`src/hw/mmm_map.svh`:
```
// Purpose: constants of the mixed mode multiplier: offsets, fields, widths, reset values
// Assumes: 32-bit avalon data bus, byte addresses, one register per aligned word
// Notes: included by bare name from every design file that needs it
// Overview of operation
// RULE1 - each operand is signed or unsigned by its own format select
// RULE2 - product always comes out in two's complement, whatever the formats
// RULE3 - controller loads operands, then strobes the product register
// RULE4 - an operand register that is not loaded keeps its value
// RULE5 - shift control active: upper product half moves one place left
// RULE6 - shift control active: top bit of lower half is the next product bit
// RULE7 - shift control inactive: top bit of lower half copies the sign
// RULE8 - controller holds shift control high for unsigned by unsigned
// RULE9 - flow-through high makes the product register follow the product
// RULE10 - flow-through gives valid outputs without any product strobe
// RULE11 - operand registers and selects load on their strobe; product likewise
`ifndef MMM_MAP_SVH
`define MMM_MAP_SVH

`define MMM_OPW            16
`define MMM_PRODW          33

`define MMM_ADDR_W         5
`define MMM_OFS_MCAND      5'h00
`define MMM_OFS_MPLIER     5'h04
`define MMM_OFS_CTRL       5'h08
`define MMM_OFS_PSTROBE    5'h0C
`define MMM_OFS_PRODUCT    5'h10
`define MMM_OFS_STATUS     5'h14

`define MMM_FLD_SIGNED     16
`define MMM_FLD_SHIFT      0
`define MMM_FLD_FLOW       1

`define MMM_RST_OPER       16'h0000
`define MMM_RST_HALF       16'h0000
`define MMM_RST_SHIFT      1'b1
`define MMM_RST_FLOW       1'b0
`define MMM_RST_DATA       32'h0000_0000

`endif

```
`src/hw/mmm_pkg.sv`:
```
// Purpose: shared types of the mixed mode multiplier
// Assumes: widths from mmm_map.svh
// Notes: used only with explicit package scope
`include "mmm_map.svh"
package mmm_pkg;
   typedef logic [`MMM_OPW-1:0]   mmm_oper_t;
   typedef logic [`MMM_PRODW-1:0] mmm_prod_t;
   typedef enum logic [1:0] {
      MMM_BUS_IDLE,
      MMM_BUS_ANSWER
   } mmm_bus_state_t;
endpackage : mmm_pkg

```
`src/hw/mmm_oper_if.sv`:
```
// Purpose: carries one held operand and its format select
// Assumes: single clock domain
// Notes: src is the operand register, dst the product unit
`timescale 1ns/1ps
interface mmm_oper_if;
   mmm_pkg::mmm_oper_t value;
   logic               signed_sel;
   modport src (output value, output signed_sel);
   modport dst (input value, input signed_sel);
endinterface : mmm_oper_if

```
`src/hw/mmm_oper_reg.sv`:
```
// Purpose: one operand register with its format select
// Assumes: load is a one-cycle strobe standing in for the operand clock edge
// Notes: no load, no change, so a constant operand can sit here indefinitely
`timescale 1ns/1ps
`include "mmm_map.svh"
module mmm_oper_reg (
   input  wire logic               ref_clk_i,
   input  wire logic               rst_n_i,
   input  wire logic               ce_i,
   input  wire logic               load_i,
   input  wire mmm_pkg::mmm_oper_t data_i,
   input  wire logic               signed_sel_i,
   mmm_oper_if.src                 oper
);
   mmm_pkg::mmm_oper_t value_q;
   logic               signed_q;

   always_ff @(posedge ref_clk_i) begin
      if (!rst_n_i) begin
         value_q  <= `MMM_RST_OPER;
         signed_q <= 1'b0;
      end else if (ce_i && load_i) begin
         value_q  <= data_i;        // RULE11
         signed_q <= signed_sel_i;  // RULE11
      end                           // RULE4
   end

   assign oper.value      = value_q;
   assign oper.signed_sel = signed_q;
endmodule : mmm_oper_reg

```
`src/hw/mmm_prod_unit.sv`:
```
// Purpose: mixed mode array product, result formatting and product register
// Assumes: operands held by mmm_oper_reg instances
// Notes: flow-through reloads every enabled cycle, so outputs lag the operands by one cycle
`timescale 1ns/1ps
`include "mmm_map.svh"
module mmm_prod_unit (
   input  wire logic               ref_clk_i,
   input  wire logic               rst_n_i,
   input  wire logic               ce_i,
   mmm_oper_if.dst                 mcand,
   mmm_oper_if.dst                 mplier,
   input  wire logic               result_shift_ctl_i,
   input  wire logic               flow_through_ctl_i,
   input  wire logic               strobe_i,
   output logic [`MMM_OPW-1:0]     upper_product_half_o,
   output logic [`MMM_OPW-1:0]     lower_product_half_o
);
   localparam int W = `MMM_OPW;

   // one extra bit per operand lets a single signed multiply cover all four mixes
   function automatic logic signed [W:0] extend(input logic [W-1:0] v, input logic s);
      extend = {s & v[W-1], v};
   endfunction : extend

   logic signed [2*W+1:0]   full_w;
   mmm_pkg::mmm_prod_t      prod_w;
   logic [W-1:0]            upper_w;
   logic [W-1:0]            lower_w;
   logic                    load_w;
   logic [W-1:0]            upper_q;
   logic [W-1:0]            lower_q;

   assign full_w = extend(mcand.value, mcand.signed_sel)
                 * extend(mplier.value, mplier.signed_sel);      // RULE1
   assign prod_w = full_w[`MMM_PRODW-1:0];                       // RULE2
   assign upper_w = result_shift_ctl_i ? prod_w[2*W-1:W]         // RULE5
                                       : prod_w[2*W:W+1];
   assign lower_w = result_shift_ctl_i ? prod_w[W-1:0]           // RULE6
                                       : {prod_w[2*W], prod_w[W:2]}; // RULE7
   assign load_w = strobe_i | flow_through_ctl_i;                // RULE9 RULE10

   always_ff @(posedge ref_clk_i) begin
      if (!rst_n_i) begin
         upper_q <= `MMM_RST_HALF;
         lower_q <= `MMM_RST_HALF;
      end else if (ce_i && load_w) begin
         upper_q <= upper_w;  // RULE11
         lower_q <= lower_w;
      end
   end

   assign upper_product_half_o = upper_q;
   assign lower_product_half_o = lower_q;
endmodule : mmm_prod_unit

```
`src/hw/mmm_top.sv`:
```
// Purpose: mixed mode multiplier with an avalon-mm register port
// Assumes: ref_clk_i at 250 MHz, synchronous active-low reset, ce_i freezes all state
// Notes: every access answers with exactly one wait cycle while ce_i stays high
`timescale 1ns/1ps
`include "mmm_map.svh"
module mmm_top (
   input  wire logic                   ref_clk_i,
   input  wire logic                   rst_n_i,
   input  wire logic                   ce_i,
   input  wire logic [`MMM_ADDR_W-1:0] avs_address_i,
   input  wire logic                   avs_read_i,
   input  wire logic                   avs_write_i,
   input  wire logic [31:0]            avs_writedata_i,
   input  wire logic [3:0]             avs_byteenable_i,
   output logic [31:0]                 avs_readdata_o,
   output logic                        avs_waitrequest_o,
   output logic [`MMM_OPW-1:0]         upper_product_half_o,
   output logic [`MMM_OPW-1:0]         lower_product_half_o
);
   mmm_pkg::mmm_bus_state_t state_q;
   mmm_pkg::mmm_bus_state_t state_d;
   logic [31:0]             rdata_q;
   logic [31:0]             rdata_d;
   logic                    shift_q;
   logic                    flow_q;
   logic                    strobed_q;

   mmm_oper_if mcand_if ();
   mmm_oper_if mplier_if ();

   wire req_w    = avs_read_i | avs_write_i;
   // the access completes on the edge where waitrequest is seen low
   wire done_w   = ce_i && req_w && (state_q == mmm_pkg::MMM_BUS_ANSWER);
   wire wr_w     = done_w && avs_write_i;
   wire low_be_w = &avs_byteenable_i[1:0];
   wire hi_be_w  = avs_byteenable_i[2];
   wire sel_x_w  = (avs_address_i == `MMM_OFS_MCAND);
   wire sel_y_w  = (avs_address_i == `MMM_OFS_MPLIER);
   wire sel_c_w  = (avs_address_i == `MMM_OFS_CTRL);
   wire sel_s_w  = (avs_address_i == `MMM_OFS_PSTROBE);
   wire sel_p_w  = (avs_address_i == `MMM_OFS_PRODUCT);
   wire sel_st_w = (avs_address_i == `MMM_OFS_STATUS);
   // a partial write would split operand and select, so it needs all three lanes
   wire ld_x_w   = wr_w && sel_x_w && low_be_w && hi_be_w;       // RULE3
   wire ld_y_w   = wr_w && sel_y_w && low_be_w && hi_be_w;       // RULE3
   wire strobe_w = wr_w && sel_s_w;                              // RULE3

   // a frozen clock holds the answer back, or the master would finish an access never taken
   assign avs_waitrequest_o = req_w && (!ce_i || state_q != mmm_pkg::MMM_BUS_ANSWER);
   assign avs_readdata_o    = rdata_q;

   always_comb begin
      state_d = state_q;
      case (state_q)
         mmm_pkg::MMM_BUS_IDLE: begin
            if (req_w) begin
               state_d = mmm_pkg::MMM_BUS_ANSWER;
            end
         end
         mmm_pkg::MMM_BUS_ANSWER: begin
            state_d = mmm_pkg::MMM_BUS_IDLE;
         end
         default: begin
            state_d = mmm_pkg::MMM_BUS_IDLE;
         end
      endcase
   end

   always_comb begin
      rdata_d = `MMM_RST_DATA;
      if (sel_x_w) begin
         rdata_d = {15'h0000, mcand_if.signed_sel, mcand_if.value};
      end else if (sel_y_w) begin
         rdata_d = {15'h0000, mplier_if.signed_sel, mplier_if.value};
      end else if (sel_c_w) begin
         rdata_d = {30'h0000_0000, flow_q, shift_q};
      end else if (sel_p_w) begin
         rdata_d = {upper_product_half_o, lower_product_half_o};
      end else if (sel_st_w) begin
         rdata_d = {31'h0000_0000, strobed_q};
      end
   end

   always_ff @(posedge ref_clk_i) begin
      if (!rst_n_i) begin
         state_q <= mmm_pkg::MMM_BUS_IDLE;
         rdata_q <= `MMM_RST_DATA;
      end else if (ce_i) begin
         state_q <= state_d;
         if (avs_read_i && state_q == mmm_pkg::MMM_BUS_IDLE) begin
            rdata_q <= rdata_d;
         end
      end
   end

   always_ff @(posedge ref_clk_i) begin
      if (!rst_n_i) begin
         shift_q   <= `MMM_RST_SHIFT;  // RULE8
         flow_q    <= `MMM_RST_FLOW;
         strobed_q <= 1'b0;
      end else if (ce_i) begin
         if (wr_w && sel_c_w && avs_byteenable_i[0]) begin
            shift_q <= avs_writedata_i[`MMM_FLD_SHIFT];
            flow_q  <= avs_writedata_i[`MMM_FLD_FLOW];
         end
         if (strobe_w) begin
            strobed_q <= 1'b1;
         end else if (ld_x_w || ld_y_w) begin
            strobed_q <= 1'b0;
         end
      end
   end

   mmm_oper_reg u_mcand (
      .ref_clk_i    (ref_clk_i),
      .rst_n_i      (rst_n_i),
      .ce_i         (ce_i),
      .load_i       (ld_x_w),
      .data_i       (avs_writedata_i[`MMM_OPW-1:0]),
      .signed_sel_i (avs_writedata_i[`MMM_FLD_SIGNED]),
      .oper         (mcand_if.src)
   );

   mmm_oper_reg u_mplier (
      .ref_clk_i    (ref_clk_i),
      .rst_n_i      (rst_n_i),
      .ce_i         (ce_i),
      .load_i       (ld_y_w),
      .data_i       (avs_writedata_i[`MMM_OPW-1:0]),
      .signed_sel_i (avs_writedata_i[`MMM_FLD_SIGNED]),
      .oper         (mplier_if.src)
   );

   mmm_prod_unit u_prod (
      .ref_clk_i            (ref_clk_i),
      .rst_n_i              (rst_n_i),
      .ce_i                 (ce_i),
      .mcand                (mcand_if.dst),
      .mplier               (mplier_if.dst),
      .result_shift_ctl_i   (shift_q),
      .flow_through_ctl_i   (flow_q),
      .strobe_i             (strobe_w),
      .upper_product_half_o (upper_product_half_o),
      .lower_product_half_o (lower_product_half_o)
   );
endmodule : mmm_top

```
`config.mk`:
```
export PLATFORM = sky130hd
export DESIGN_NAME = mmm_top
export DESIGN_NICKNAME = d
export VERILOG_FILES = /design/src/hw/mmm_pkg.sv /design/src/hw/mmm_oper_if.sv /design/src/hw/mmm_oper_reg.sv /design/src/hw/mmm_prod_unit.sv /design/src/hw/mmm_top.sv
export VERILOG_INCLUDE_DIRS = /design/src /design/src/hw
export SDC_FILE = /design/constraint.sdc
export NUM_CORES = 1
export LEC_CHECK = 0
export ABC_AREA = 1
export BUFFER_PORTS_ARGS = -buffer_cell sky130_fd_sc_hd__buf_2
export CAP_MARGIN = 0
export CORE_ASPECT_RATIO = 1.1
export CORE_MARGIN = 3
export CORE_UTILIZATION = 36
export CTS_CLUSTER_DIAMETER = 60
export DETAILED_ROUTE_END_ITERATION = 8
export SYNTH_ARGS = -nofsm -noshare
export SYNTH_HDL_FRONTEND = slang
export SYNTH_SLANG_ARGS = --single-unit
```
`constraint.sdc`:
```
create_clock -name ref_clk_i -period 11.8 [get_ports ref_clk_i]
set_clock_uncertainty 0.05 [all_clocks]
set_input_delay 2.36 -clock ref_clk_i [delete_from_list [all_inputs] [get_ports ref_clk_i]]
set_output_delay 2.36 -clock ref_clk_i [all_outputs]
set_load 0.05 [all_outputs]
```
After elaboration in Yosys (flattened, before gate mapping)
Cells that the tools add are included.
{"block": "word_totals", "regBits": 103, "inputBits": 46, "word_cells": 63}
{"block": "op_classes", "muxes": 11, "n_eq_ne": 8, "bitwise": 4, "multipliers": 1, "reduce_logical": 28}
{"cell": "$mux 32", "count": 4}
{"cell": "$mul 17x17->33", "count": 1}
{"cell": "$mux 16", "count": 2}
{"cell": "$logic_and 1x1->1", "count": 17}
{"cell": "$eq 5x4->1 const B", "count": 2}
{"cell": "$eq 5x5->1 const B", "count": 2}
{"cell": "$reduce_and 2->1", "count": 5}
{"cell": "$eq 5x3->1 const B", "count": 1}
{"cell": "$logic_not 5->1", "count": 1}
{"cell": "$mux 2", "count": 2}
{"cell": "$mux 1", "count": 3}
{"cell": "$and 1x1->1", "count": 2}
{"cell": "$eq 2x1->1 const B", "count": 1}
{"cell": "$logic_not 2->1", "count": 1}
{"cell": "$logic_or 1x1->1", "count": 2}
{"cell": "$ne 2x1->1 const B", "count": 1}
{"cell": "$ne 2x2->1 const B", "count": 1}
{"cell": "$or 1x1->1", "count": 2}
{"cell": "$reduce_bool 2->1", "count": 1}
{"cell": "$logic_not 1->1", "count": 1}

Longest topological paths before layout
Gate-level depths: netlist of run 1.
{"block": "depth", "depth_word": 10, "mapped_depth": 30}

Hierarchy
From an unflattened synthesis of run 1, not the netlist that was laid out.
{"block": "hier_totals", "hier_cells": 2251, "hier_area_um2": 16233.1}
{"module": "mmm_prod_unit", "cells_each": 1794, "instances": 1, "area_each_um2": 13131.3}
{"module": "mmm_top", "cells_each": 241, "instances": 1, "area_each_um2": 1680.4}
{"module": "mmm_oper_reg", "cells_each": 108, "instances": 2, "area_each_um2": 710.7}

Least setup slack after synthesis of run 1
No wires, ideal clock.
{"block": "synth_path", "kind": "flip-flop to flip-flop", "startpoint": "register u_mcand.value_q[15] (netlist: u_mcand.oper.value[15])", "endpoint": "register u_prod.upper_q[15] (netlist: u_prod.upper_product_half_o[15])", "path_slack_ns": 6.219, "t_arrival_ns": 5.411, "setup_time_ns": 0.120, "period_less_slack_ns": 5.581, "required_ns": 11.630, "path_stages_with_launch": 26, "path_cell_list": "dfxtp_1 -> clkbuf_1 -> clkbuf_1 -> nand2_1 -> fa_1 -> inv_1 -> fa_1 -> inv_1 -> fa_1 -> inv_1 -> fa_1 -> fa_1 -> inv_1 -> fa_1 -> inv_1 -> ha_1 -> nand2_1 -> nand2_1 -> a21oi_1 -> nand2_1 -> a21oi_1 -> nand2_1 -> nand2_1 -> nand2_1 -> a21oi_1 -> a21oi_1"}
{"block": "synth_via", "elab_chain_len": 3}
{"item": "start: declaration", "line_no": "mmm_oper_reg.sv:15", "text": "mmm_pkg::mmm_oper_t value_q;"}
{"item": "start signal: assignment", "line_no": "mmm_oper_reg.sv:20", "text": "value_q <= `MMM_RST_OPER;"}
{"item": "start signal: assignment", "line_no": "mmm_oper_reg.sv:23", "text": "value_q <= data_i;"}
{"item": "$and 1x1->1", "line_no": "mmm_prod_unit.sv:22", "text": "extend = {s & v[W-1], v};"}
{"item": "$mul 17x17->33 (*)", "line_no": "mmm_prod_unit.sv:34", "text": "* extend(mplier.value, mplier.signed_sel);"}
{"item": "$mux 16 (*)", "line_no": "mmm_prod_unit.sv:36", "text": "assign upper_w = result_shift_ctl_i ? prod_w[2*W-1:W]"}
{"item": "end signal: assignment", "line_no": "mmm_prod_unit.sv:44", "text": "upper_q <= `MMM_RST_HALF;"}
{"item": "end signal: assignment", "line_no": "mmm_prod_unit.sv:47", "text": "upper_q <= upper_w;"}
{"item": "end: declaration", "line_no": "mmm_prod_unit.sv:30", "text": "logic [W-1:0] upper_q;"}
Every way passes the cells marked *; elsewhere a longest branch is shown, timed or not.
A chain may end at the register's enable or synchronous reset.

Final worst setup path of run 1
{"block": "layout_path", "startpoint": "register u_mcand.value_q[15] (netlist: u_mcand.oper.value[15])", "endpoint": "register u_prod.upper_q[14] (netlist: u_prod.upper_product_half_o[14])"}
The elaborated chain is that of the path after synthesis.

==> results of run 1 <==
power groups by stage:
| stage | clock network (W) | logic [W] | registers [W] |
|---|---|---|---|
| final | 0.000312 | 0.0000641 | 0.000355 |
| after global routing | 0.000331 | 0.0000681 | 0.000356 |
| after CTS | 0.000318 | 0.0000639 | 0.000355 |
| after detailed placement | 0 | 0.0000638 | 0.000363 |
| after global placement | 0 | 0.0000630 | 0.000363 |
| after floorplan | 0 | 0.0000195 | 0.000386 |
layout make-up:
cell class / instances / area, um^2
Inverter: 561 / 2110
Clock buffer: 10 / 239
Timing Repair Buffer: 106 / 561
Multi-Input combinational cell: 1403 / 11400
Tap cell: 574 / 718
Fill cell: 4624 / 26500
Clock inverter: 6 / 68.8
Sequential cell: 102 / 2040
synth_stat cells (all sizes together):
master / n / area, um^2
nand4: 13 / 87.6
o21bai: 2 / 15.0
or2: 3 / 18.8
o2111ai: 1 / 8.76
buf: 22 / 100
nand2: 554 / 2110
ha: 83 / 1040
o211ai: 6 / 45.0
nor2: 129 / 519
dfxtp: 102 / 2040
xor2: 8 / 70.1
inv: 560 / 2100
a221oi: 1 / 8.76
a31oi: 21 / 131
nor3: 11 / 81.3
nand3b: 3 / 22.5
a21oi: 95 / 483
nand3: 89 / 465
xnor2: 4 / 35.0
o21a: 1 / 7.51
o21ai: 86 / 430
a32oi: 1 / 8.76
a21o: 2 / 15.0
fa: 290 / 5810
clkinv: 1 / 3.75
clkbuf: 81 / 312
state kept, by name, indices dropped and copies added, names as in the netlist:
name / cells
avs_readdata_o: 32
flow_q: 1
shift_q: 1
state_q: 1
strobed_q: 1
u_mcand.oper.signed_sel: 1
u_mcand.oper.value: 16
u_mplier.oper.signed_sel: 1
u_mplier.oper.value: 16
u_prod.lower_product_half_o: 16
u_prod.upper_product_half_o: 16
per-stage QoR:
stage | setup slack [ps] | util
5_1_grt | 3920 | 0.393
6_report | 4340 | 0.393
3_3_place_gp | 4460 | 0.386
2_1_floorplan | 6220 | -
3_5_place_dp | 4370 | 0.386
4_1_cts | 4340 | 0.393
metal layers:
| layer | global-route usage | vias up |
|---|---|---|
| li1 | - | 6371 |
| met4 | 0.0759 | 0 |
| met2 | 0.368 | 420 |
| met3 | 0.0235 | 99 |
| met5 | 0 | - |
| met1 | 0.270 | 6689 |
cells by family after synthesis:
logic type	share of synthesized area
flops	0.128
simple gates	0.207
compound gates	0.0723
xor+xnor	0.00658
buf+inv	0.158
fa+ha+maj	0.429
worst max-delay path, stage by stage, from the launching register on:
cell and delay, ps:
dfxtp_1 1050, nand2_2 370, nor2_1 390, ha_1 420, fa_1 1100, inv_1 370, fa_1 570, inv_1 70
fa_1 540, inv_1 50, fa_1 480, inv_1 50, ha_1 370, nand2_1 160, inv_1 50, a21oi_1 330
nand2_1 120, a21oi_1 220, nand2_1 80, nand2_1 80, nand3_1 80, nand3_1 220, a21oi_1 90
worst paths after layout:
check,startpoint,end,slack (ps),cells past startpoint
worst min register to register,avs_readdata_o[0],avs_readdata_o[0],410,2
worst min-delay path,avs_readdata_o[0],avs_readdata_o[0],410,2
worst max register to register,u_mcand.oper.value[15],u_prod.upper_product_half_o[14],4340,22
worst max-delay path,u_mcand.oper.value[15],u_prod.upper_product_half_o[14],4340,22
==> metrics.cfg, run 1 <==
[cts]
cts_made_buffers = 9
cts.repair.resized = 0
path_clk_slew_ps = 70
cts_setup_buffers = 0
cts_buffer_depth = 2
root_buffer = clkbuf_16
hold_buffers = 0
tritoncts = done
cts.sinks = 102
cts_max_level = 3
clk_latency_ps = 350

[floorplanning]
core_area_um2 = 43600
ios = 111
start_util = 0.366
die_h_um = 227
fp.dieW_um = 207
placementRows = 80
dieArea_um2 = 46900

[power_and_ir_drop]
power_switching_w = 0.000194
power_w = 0.000731
vdd_drop_max_uv = 54.3
swShare = 0.265
p_int_w = 0.000538
pwr-share-seq = 0.486
comb_power_share = 0.088
clkPwrFrac = 0.426
p_per_area_nw_per_um2 = 42.6
leakage_nw = 9.81

[layout]
fin_cells = 2762
design_area_um2 = 17200
area_delta_synth_final_pct = 7.43
layout-drive-gt1-share = 0.0754
layout.nets = 2602
n_antenna_cell = 0
final_common_cell = inv_1
final_cell_mix = inv_1, nand2_1, fa_1, nor2_1, dfxtp_1

[routing]
wl_met3_um = 2530
via_per_inst = 4.92
routedLengthMet1_um = 19400
dr_wl_met2_um = 24300
routed.top_layer = met4
drc = 0
drt_iter0_drc = 824
ant_nets = 0
first_pass_iters = 5
wl_um = 48200
wl_per_cell_um = 17.4
vias = 13579

[timing]
hold_viol = 0
slew_headroom = 0.211
whs_ps = 414
rsz0062_at_grt = no
setup_tns_ps = 0
fmax_ghz = 0.134
worstMarginPinSlew_ps = 1180
fin_crit_sh = 0.632
period_minus_slack_ps = 7460
setup_violations = 0
slew_violations = 0

[global_routing]
grt_pass1_vias = 13986
overflow = 0
antenna_found_initial = 1
grt.total_usage = 0.211
grt_pass1_wl_um = 76200
grt_max_degree = 81

[placed_design]
numPortBuffers = 94
place_congestion = 0.903
placed_cells = 2746
place_area_um2 = 16800
dp_hpwl_um = 38000

[synthesis]
syn-instance-count = 2169
syn_nets = 2588
avgSynthCellArea_um2 = 7.36
synth_cell_types = 38
synth_area_um2 = 16000
ys_warn_count = 0
synth-seq-area-share = 0.128
synth_seq_cells = 102

[worst_setup_path]
start_kind = flip-flop
crit_path_max_fanout = 21
arrival_ps = 7610
end_kind = flip-flop
cp.required_ps = 11950
crit_type = reg -> reg

[hold_path]
hp-class = reg -> reg

[flow_run]
drv_cap = 0

[run_status]
status = finished, final reports clean

Power figures use the tool's default switching activity.
==> run 2, diff against run 1 <==
--- a/config.mk
+++ b/config.mk
@@ -6,7 +6,7 @@
 export SDC_FILE = /design/constraint.sdc
 export NUM_CORES = 1
 export LEC_CHECK = 0
-export ABC_AREA = 1
+export ABC_AREA = 0
 export BUFFER_PORTS_ARGS = -buffer_cell sky130_fd_sc_hd__buf_2
 export CAP_MARGIN = 0
 export CORE_ASPECT_RATIO = 1.1
==> constraint.sdc (replaced) <==
create_clock -name ref_clk_i -period 6.1 [get_ports ref_clk_i]
set_clock_uncertainty 0.05 [all_clocks]
set_input_delay 1.22 -clock ref_clk_i [delete_from_list [all_inputs] [get_ports ref_clk_i]]
set_output_delay 1.22 -clock ref_clk_i [all_outputs]
set_load 0.05 [all_outputs]
==> metrics.cfg, run 2 <==
[run_status]
status = finished, final reports clean

[layout]
layout-drive-gt1-share = 0.171  ; +0.0954
area_delta_synth_final_pct = 14.9
final_cell_mix = inv_1, fa_1, nand2_1, and2_1, buf_4
final_common_cell = inv_1
layout.nets = 2270  ; -13%
n_antenna_cell = 0  ; unchanged
largest_register_ffs = 32  ; unchanged
fin_util = 0.421  ; +0.0277

[worst_setup_path]
end_kind = flip-flop
arrival_ps = 6120  ; -1490 ps
crit_start = u_mcand.oper.value[5]
reg2reg_from = u_mcand.oper.value[5]
crit_path_max_fanout = 7  ; -67%
start_kind = flip-flop
rrSetupSlack_ps = 220  ; -4120 ps
crit_buf_inv = 6  ; +1
critPathTopFamily = adder cells
path_cells = buf_4, and2_1, fa_1, inv_1, fa_1, inv_1, fa_1, fa_1, fa_1, inv_1, fa_1, inv_1, ha_1, or3_1, o22a_1, buf_4, a31oi_4, nor2_2, a21oi_2, nor2_1, xnor2_1, a211oi_2
cp.required_ps = 6340  ; -5610 ps
cpPeakStageDelay_ps = 530  ; -570 ps
path_common_cell = fa_1
critical_path.slowest_cell = fa_1
crit_type = reg -> reg

[routing]
drt_iter0_drc = 653  ; -21%
vias = 11954  ; -12%
wl_um = 39200  ; -19%
drc = 0  ; unchanged
via_per_inst = 4.95  ; +0.64%
first_pass_iters = 5  ; unchanged
wl_per_cell_um = 16.2  ; -6.9%
ant_nets = 0  ; unchanged

[floorplanning]
dieArea_um2 = 44600  ; -5.0%
fp.dieW_um = 202  ; -2.5%
placementRows = 78  ; -2.5%
ios = 111  ; unchanged
core_area_um2 = 41400  ; -5.2%
die_h_um = 221  ; -2.5%
start_util = 0.366  ; about the same

[hold_path]
hp-class = reg -> reg
holdCritStartpoint = u_prod.lower_product_half_o[11]

[cts]
cts_buffer_depth = 2  ; unchanged
cts_made_buffers = 9  ; unchanged
path_clk_slew_ps = 90  ; +20 ps
root_buffer = clkbuf_16
cts_max_level = 3  ; unchanged
tritoncts = done
clk_latency_ps = 370  ; +20 ps
cts.sinks = 102  ; unchanged
hold_buffers = 0  ; unchanged

[global_routing]
grt_pass1_wl_um = 67400  ; -12%
overflow = 0  ; unchanged
grt_max_degree = 71  ; -12%
grt_pass1_vias = 12948  ; -7.4%
grt.total_usage = 0.184  ; -0.0270
antenna_found_initial = 0  ; -1

[synthesis]
syn_nets = 2165  ; -16%
syn-instance-count = 1746  ; -20%
synth_area_um2 = 15200  ; -5.1%
yosysMostFrequentCell = inv_1
async_flop_share = 0  ; unchanged
synth_seq_cells = 102  ; unchanged
synth_cell_types = 61  ; +61%
yosys-top-cells-count = inv_1, fa_1, nand2_1, and2_1, clkbuf_1
synth-seq-area-share = 0.135  ; +0.00689
ys_warn_count = 0  ; unchanged
avgSynthCellArea_um2 = 8.68  ; +18%
ys_top_cells_by_area = fa_1, dfxtp_1, inv_1, ha_1, nand2_1
synth_enable_flop_cells = 0  ; unchanged
synth_top_cell_by_area = fa_1
yosys.area.top_type_share = 0.383  ; +0.0196
synth_ff_type = dfxtp_1

[timing]
slew_violations = 0  ; unchanged
setup_tns_ps = 0  ; unchanged
hold_viol = 0  ; unchanged
fin_ws_ps = 221  ; -4120 ps
period_minus_slack_ps = 5880  ; -1580 ps
setup_violations = 0  ; unchanged
fmax_ghz = 0.170  ; +27%
rsz0062_at_grt = yes
slew_headroom = 0.212  ; +0.000733
fin_crit_sh = 0.964  ; +0.332
worstMarginPinSlew_ps = 1180  ; -4.15 ps

[power_and_ir_drop]
p_int_w = 0.000971  ; +81%
swShare = 0.272  ; +0.00737
leakage_nw = 8.67  ; -12%
power_w = 0.00133  ; +82%
vdd_drop_max_uv = 113  ; +110%
pwr-share-seq = 0.496  ; +0.010
p_per_area_nw_per_um2 = 76.7  ; +80%
power_switching_w = 0.000364  ; +88%
comb_power_share = 0.040  ; -0.048
clkPwrFrac = 0.464  ; +0.038

[placed_design]
preCtsSetupSlack_ps = -116  ; -4480 ps
place_congestion = 0.870  ; -3.8%
numPortBuffers = 94  ; unchanged
dp_hpwl_um = 32400  ; -15%

[flow_run]
drv_cap = 0  ; unchanged

run 2: cell count changes in the layout (fill, tap and decap cells not counted), sizes merged, moves of 11 or more:
cell	previous run	this run
a211oi	0	21
a21oi	95	72
a22oi	0	30
a31oi	21	9
and2	0	123
and3	0	11
buf	106	207
inv	561	315
mux2i	0	34
nand2	554	265
nand3	89	12
nor2	129	89
o21ai	86	49
xnor2	4	31
run 2: through the flow:
stage	hold WS, ps	instances	area [um^2]
after floorplan	395	1746	15200
after global placement	412	2399	16800
after detailed placement	413	2399	16800
after CTS	424	2416	17100
after global routing	457	2416	17400
final	428	2416	17400
run 2: power groups by stage:
| stage | Combinational [W] | Sequential [W] | Clock (W) |
|---|---|---|---|
| global placement | 0.0000514 | 0.000683 | 0 |
| floorplan | 0.0000287 | 0.000684 | 0 |
| CTS | 0.0000524 | 0.000667 | 0.000632 |
| global route | 0.0000568 | 0.000662 | 0.000654 |
| finish | 0.0000533 | 0.000662 | 0.000619 |
| detailed placement | 0.0000522 | 0.000683 | 0 |
run 2: metal layers:
layer / up-vias / track usage / wire [um]
met2: 249 / 0.333 / 20700
li1: 5579 / - / -
met4: 0 / 0.0455 / 766
met3: 48 / 0.0124 / 1230
met1: 6078 / 0.240 / 16500
met5: - / 0 / 0
run 2: what timing repair did:
action                                  CTS  global route
buffers inserted                          1             0
gates resized for setup                  18            80
endpoints found under the setup margin   11            19
cloned                                    0             0
pin swaps                                 1            25
run 2: area by class of cell:
class	instances	area, um^2
Multi-Input combinational cell	1219	11800
Tap cell	560	701
Clock inverter	7	86.3
Clock buffer	9	225
Timing Repair Buffer	207	1340
Sequential cell	102	2100
Fill cell	4153	24000
Inverter	312	1170
run 2: worst min-delay path: cells and delay by family, from the launching register on:
family          cells  cell delay (ps)
flops               1              330
compound gates      1               50
simple gates        1               60
run 2: path summary, 6_finish.rpt:
kind	to	cells past startpoint
setup / recovery	u_prod.upper_product_half_o[14]	22
hold / removal	u_prod.lower_product_half_o[11]	2
setup reg to reg	u_prod.upper_product_half_o[14]	22
hold reg to reg	u_prod.lower_product_half_o[11]	2
run 2: cells by family (layout without fill, tap and decap cells):
logic type	after synthesis	in the layout	synth area share
AND/OR/NAND/NOR	549	549	0.168
buffers and inverters	425	535	0.106
adder cells (fa/ha/maj)	373	373	0.452
AO/OA/AOI/OAI	222	222	0.0927
flip-flops	102	102	0.135
XOR/XNOR	38	38	0.0220
multiplexers	37	37	0.0254
==> run 3, diff against run 2 <==
--- a/config.mk
+++ b/config.mk
@@ -14,6 +14,8 @@
 export CORE_UTILIZATION = 36
 export CTS_CLUSTER_DIAMETER = 60
 export DETAILED_ROUTE_END_ITERATION = 8
+export MAX_ROUTING_LAYER = met4
+export SLEW_MARGIN = 15
 export SYNTH_ARGS = -nofsm -noshare
 export SYNTH_HDL_FRONTEND = slang
 export SYNTH_SLANG_ARGS = --single-unit
==> metrics.cfg, run 3 (synthesis gave the netlist of run 2 again) <==
[run_status]
status = finished, final reports clean

[worst_setup_path]
critical_path.slowest_cell = fa_1
end_kind = flip-flop
path_cells = and2_4, nand2_1, inv_1, fa_1, fa_1, inv_1, fa_1, inv_1, fa_1, fa_1, inv_1, fa_1, inv_1, ha_1, or3_1, o22a_1, buf_4, a31oi_4, nor2_2, a21oi_2, nor2_1, xnor2_1, a211oi_2
crit_buf_inv = 6  ; unchanged
crit_type = reg -> reg
path_common_cell = fa_1
reg2reg_depth = 23  ; +4.5%
crit_path_max_fanout = 3  ; -4
cpPeakStageDelay_ps = 550  ; +20 ps
cp.required_ps = 6340  ; about the same
critPathTopFamily = adder cells
rrSetupSlack_ps = 220  ; about the same
reg2reg_from = u_mcand.oper.signed_sel
worstReg2RegEnd = u_prod.upper_product_half_o[14]
arrival_ps = 6120  ; about the same
start_kind = flip-flop

[flow_run]
drv_cap = 0  ; unchanged

[hold_path]
holdCritStartpoint = u_prod.lower_product_half_o[11]
whs_path_depth = 2  ; unchanged
hp-class = reg -> reg
min_to = u_prod.lower_product_half_o[11]

[layout]
final_common_cell = inv_1
area_delta_synth_final_pct = 14.8  ; about the same
n_antenna_cell = 0  ; unchanged
fin_util = 0.420  ; about the same
design_area_um2 = 17400  ; about the same
fin_cells = 2416  ; unchanged
final_cell_mix = inv_1, fa_1, nand2_1, and2_1, buf_4
layout.nets = 2270  ; unchanged
largest_register_ffs = 32  ; unchanged
layout-drive-gt1-share = 0.170  ; -0.000539

[global_routing]
antenna_found_initial = 0  ; unchanged
grt_pass1_wl_um = 67300  ; -0.11%
grt_max_degree = 71  ; unchanged
overflow = 0  ; unchanged
grt_pass1_vias = 12959  ; +0.085%
grt.total_usage = 0.189  ; +0.00536

[power_and_ir_drop]
swShare = 0.272  ; about the same
clkPwrFrac = 0.464  ; about the same
power_w = 0.00133  ; about the same
power_switching_w = 0.000363  ; about the same
p_per_area_nw_per_um2 = 76.7  ; about the same
p_int_w = 0.000972  ; about the same
comb_power_share = 0.040  ; about the same
vdd_drop_max_uv = 112  ; -0.47%
leakage_nw = 8.67  ; about the same
pwr-share-seq = 0.496  ; about the same

[cts]
cts_max_level = 3  ; unchanged
tritoncts = done
path_clk_slew_ps = 90  ; about the same
root_buffer = clkbuf_16
cts.sinks = 102  ; unchanged
clk_latency_ps = 370  ; about the same
hold_buffers = 0  ; unchanged
cts_buffer_depth = 2  ; unchanged
cts_made_buffers = 9  ; unchanged

[routing]
drc = 0  ; unchanged
drt_iter0_drc = 717  ; +9.8%
via_per_inst = 4.96  ; +0.30%
vias = 11990  ; +0.30%
ant_nets = 0  ; unchanged
first_pass_iters = 5  ; unchanged
wl_um = 39300  ; about the same
wl_per_cell_um = 16.3  ; about the same

[floorplanning]
fp.dieW_um = 202  ; unchanged
ios = 111  ; unchanged
core_area_um2 = 41400  ; unchanged
placementRows = 78  ; unchanged
dieArea_um2 = 44600  ; unchanged
start_util = 0.366  ; unchanged
die_h_um = 221  ; unchanged

[timing]
rsz0062_at_grt = yes
setup_violations = 0  ; unchanged
slew_headroom = 0.258  ; +0.0465
slew_violations = 0  ; unchanged
setup_tns_ps = 0  ; unchanged
worstMarginPinSlew_ps = 1110  ; -69.6 ps
fin_crit_sh = 0.964  ; about the same
period_minus_slack_ps = 5880  ; +1.54 ps
hold_viol = 0  ; unchanged
fmax_ghz = 0.170  ; about the same

[placed_design]
placed_cells = 2399  ; unchanged
place_congestion = 0.885  ; +1.8%
numPortBuffers = 94  ; unchanged
place_area_um2 = 16800  ; unchanged
dp_hpwl_um = 32400  ; unchanged

## run 3: cell counts in the layout (fill, tap and decap cells not counted)
Identical to the previous run, type by type.
## run 3: per-layer routing
metal,track usage,routed length [um],vias up,share of wire
met1,0.239,16600,6112,0.42
met2,0.333,20700,262,0.53
met5,-,0,-,0
met4,0.0448,683,0,0.017
li1,-,-,5574,-
met3,0.0127,1280,42,0.033
## run 3: worst min-delay path: stages (launching register included)
cell,delay [ps]
dfxtp_1,330
nand2_1,60
a21oi_1,50
## run 3: final cells by class
cell class,count,area [um^2]
clock buffer,9,225
multi-input combinational,1219,11800
clock inverter,7,86.3
tap,560,701
sequential,102,2100
inverter,312,1170
fill,4156,24000
timing repair buffer,207,1340
## run 3: what timing repair did
item                       4_1_cts  5_1_grt
setup endpoints to repair       11       19
pin swaps                        1       25
setup buffers                    1        0
resized for setup               18       78
hold endpoints to repair         0        0
## run 3: how the worst max path moves through the flow
stage	startpoint	to	slack, ps	cells past startpoint
detailed placement	u_mcand.oper.value[7]	u_prod.upper_product_half_o[13]	-120	20
finish	u_mcand.oper.signed_sel	u_prod.upper_product_half_o[14]	220	23
global route	u_mcand.oper.value[5]	u_prod.upper_product_half_o[13]	-20	21
floorplan	u_mplier.oper.value[2]	u_prod.upper_product_half_o[13]	8	24
CTS	u_mplier.oper.value[7]	u_prod.upper_product_half_o[4]	20	23
global placement	u_mcand.oper.value[7]	u_prod.upper_product_half_o[13]	-30	20
## run 3: power groups by stage
stage	Combinational (W)	Clock, W	Sequential [W]
floorplan	0.0000287	0	0.000684
global placement	0.0000514	0	0.000683
detailed placement	0.0000522	0	0.000683
CTS	0.0000524	0.000632	0.000667
global route	0.0000568	0.000654	0.000663
finish	0.0000533	0.000619	0.000662
## run 3: stage by stage
step / hold WS [ps] / setup slack, ps
finish: 429 / 220
global route: 457 / -23.1
CTS: 424 / 18.4
detailed placement: 413 / -116
global placement: 412 / -29.5
floorplan: 395 / 7.62
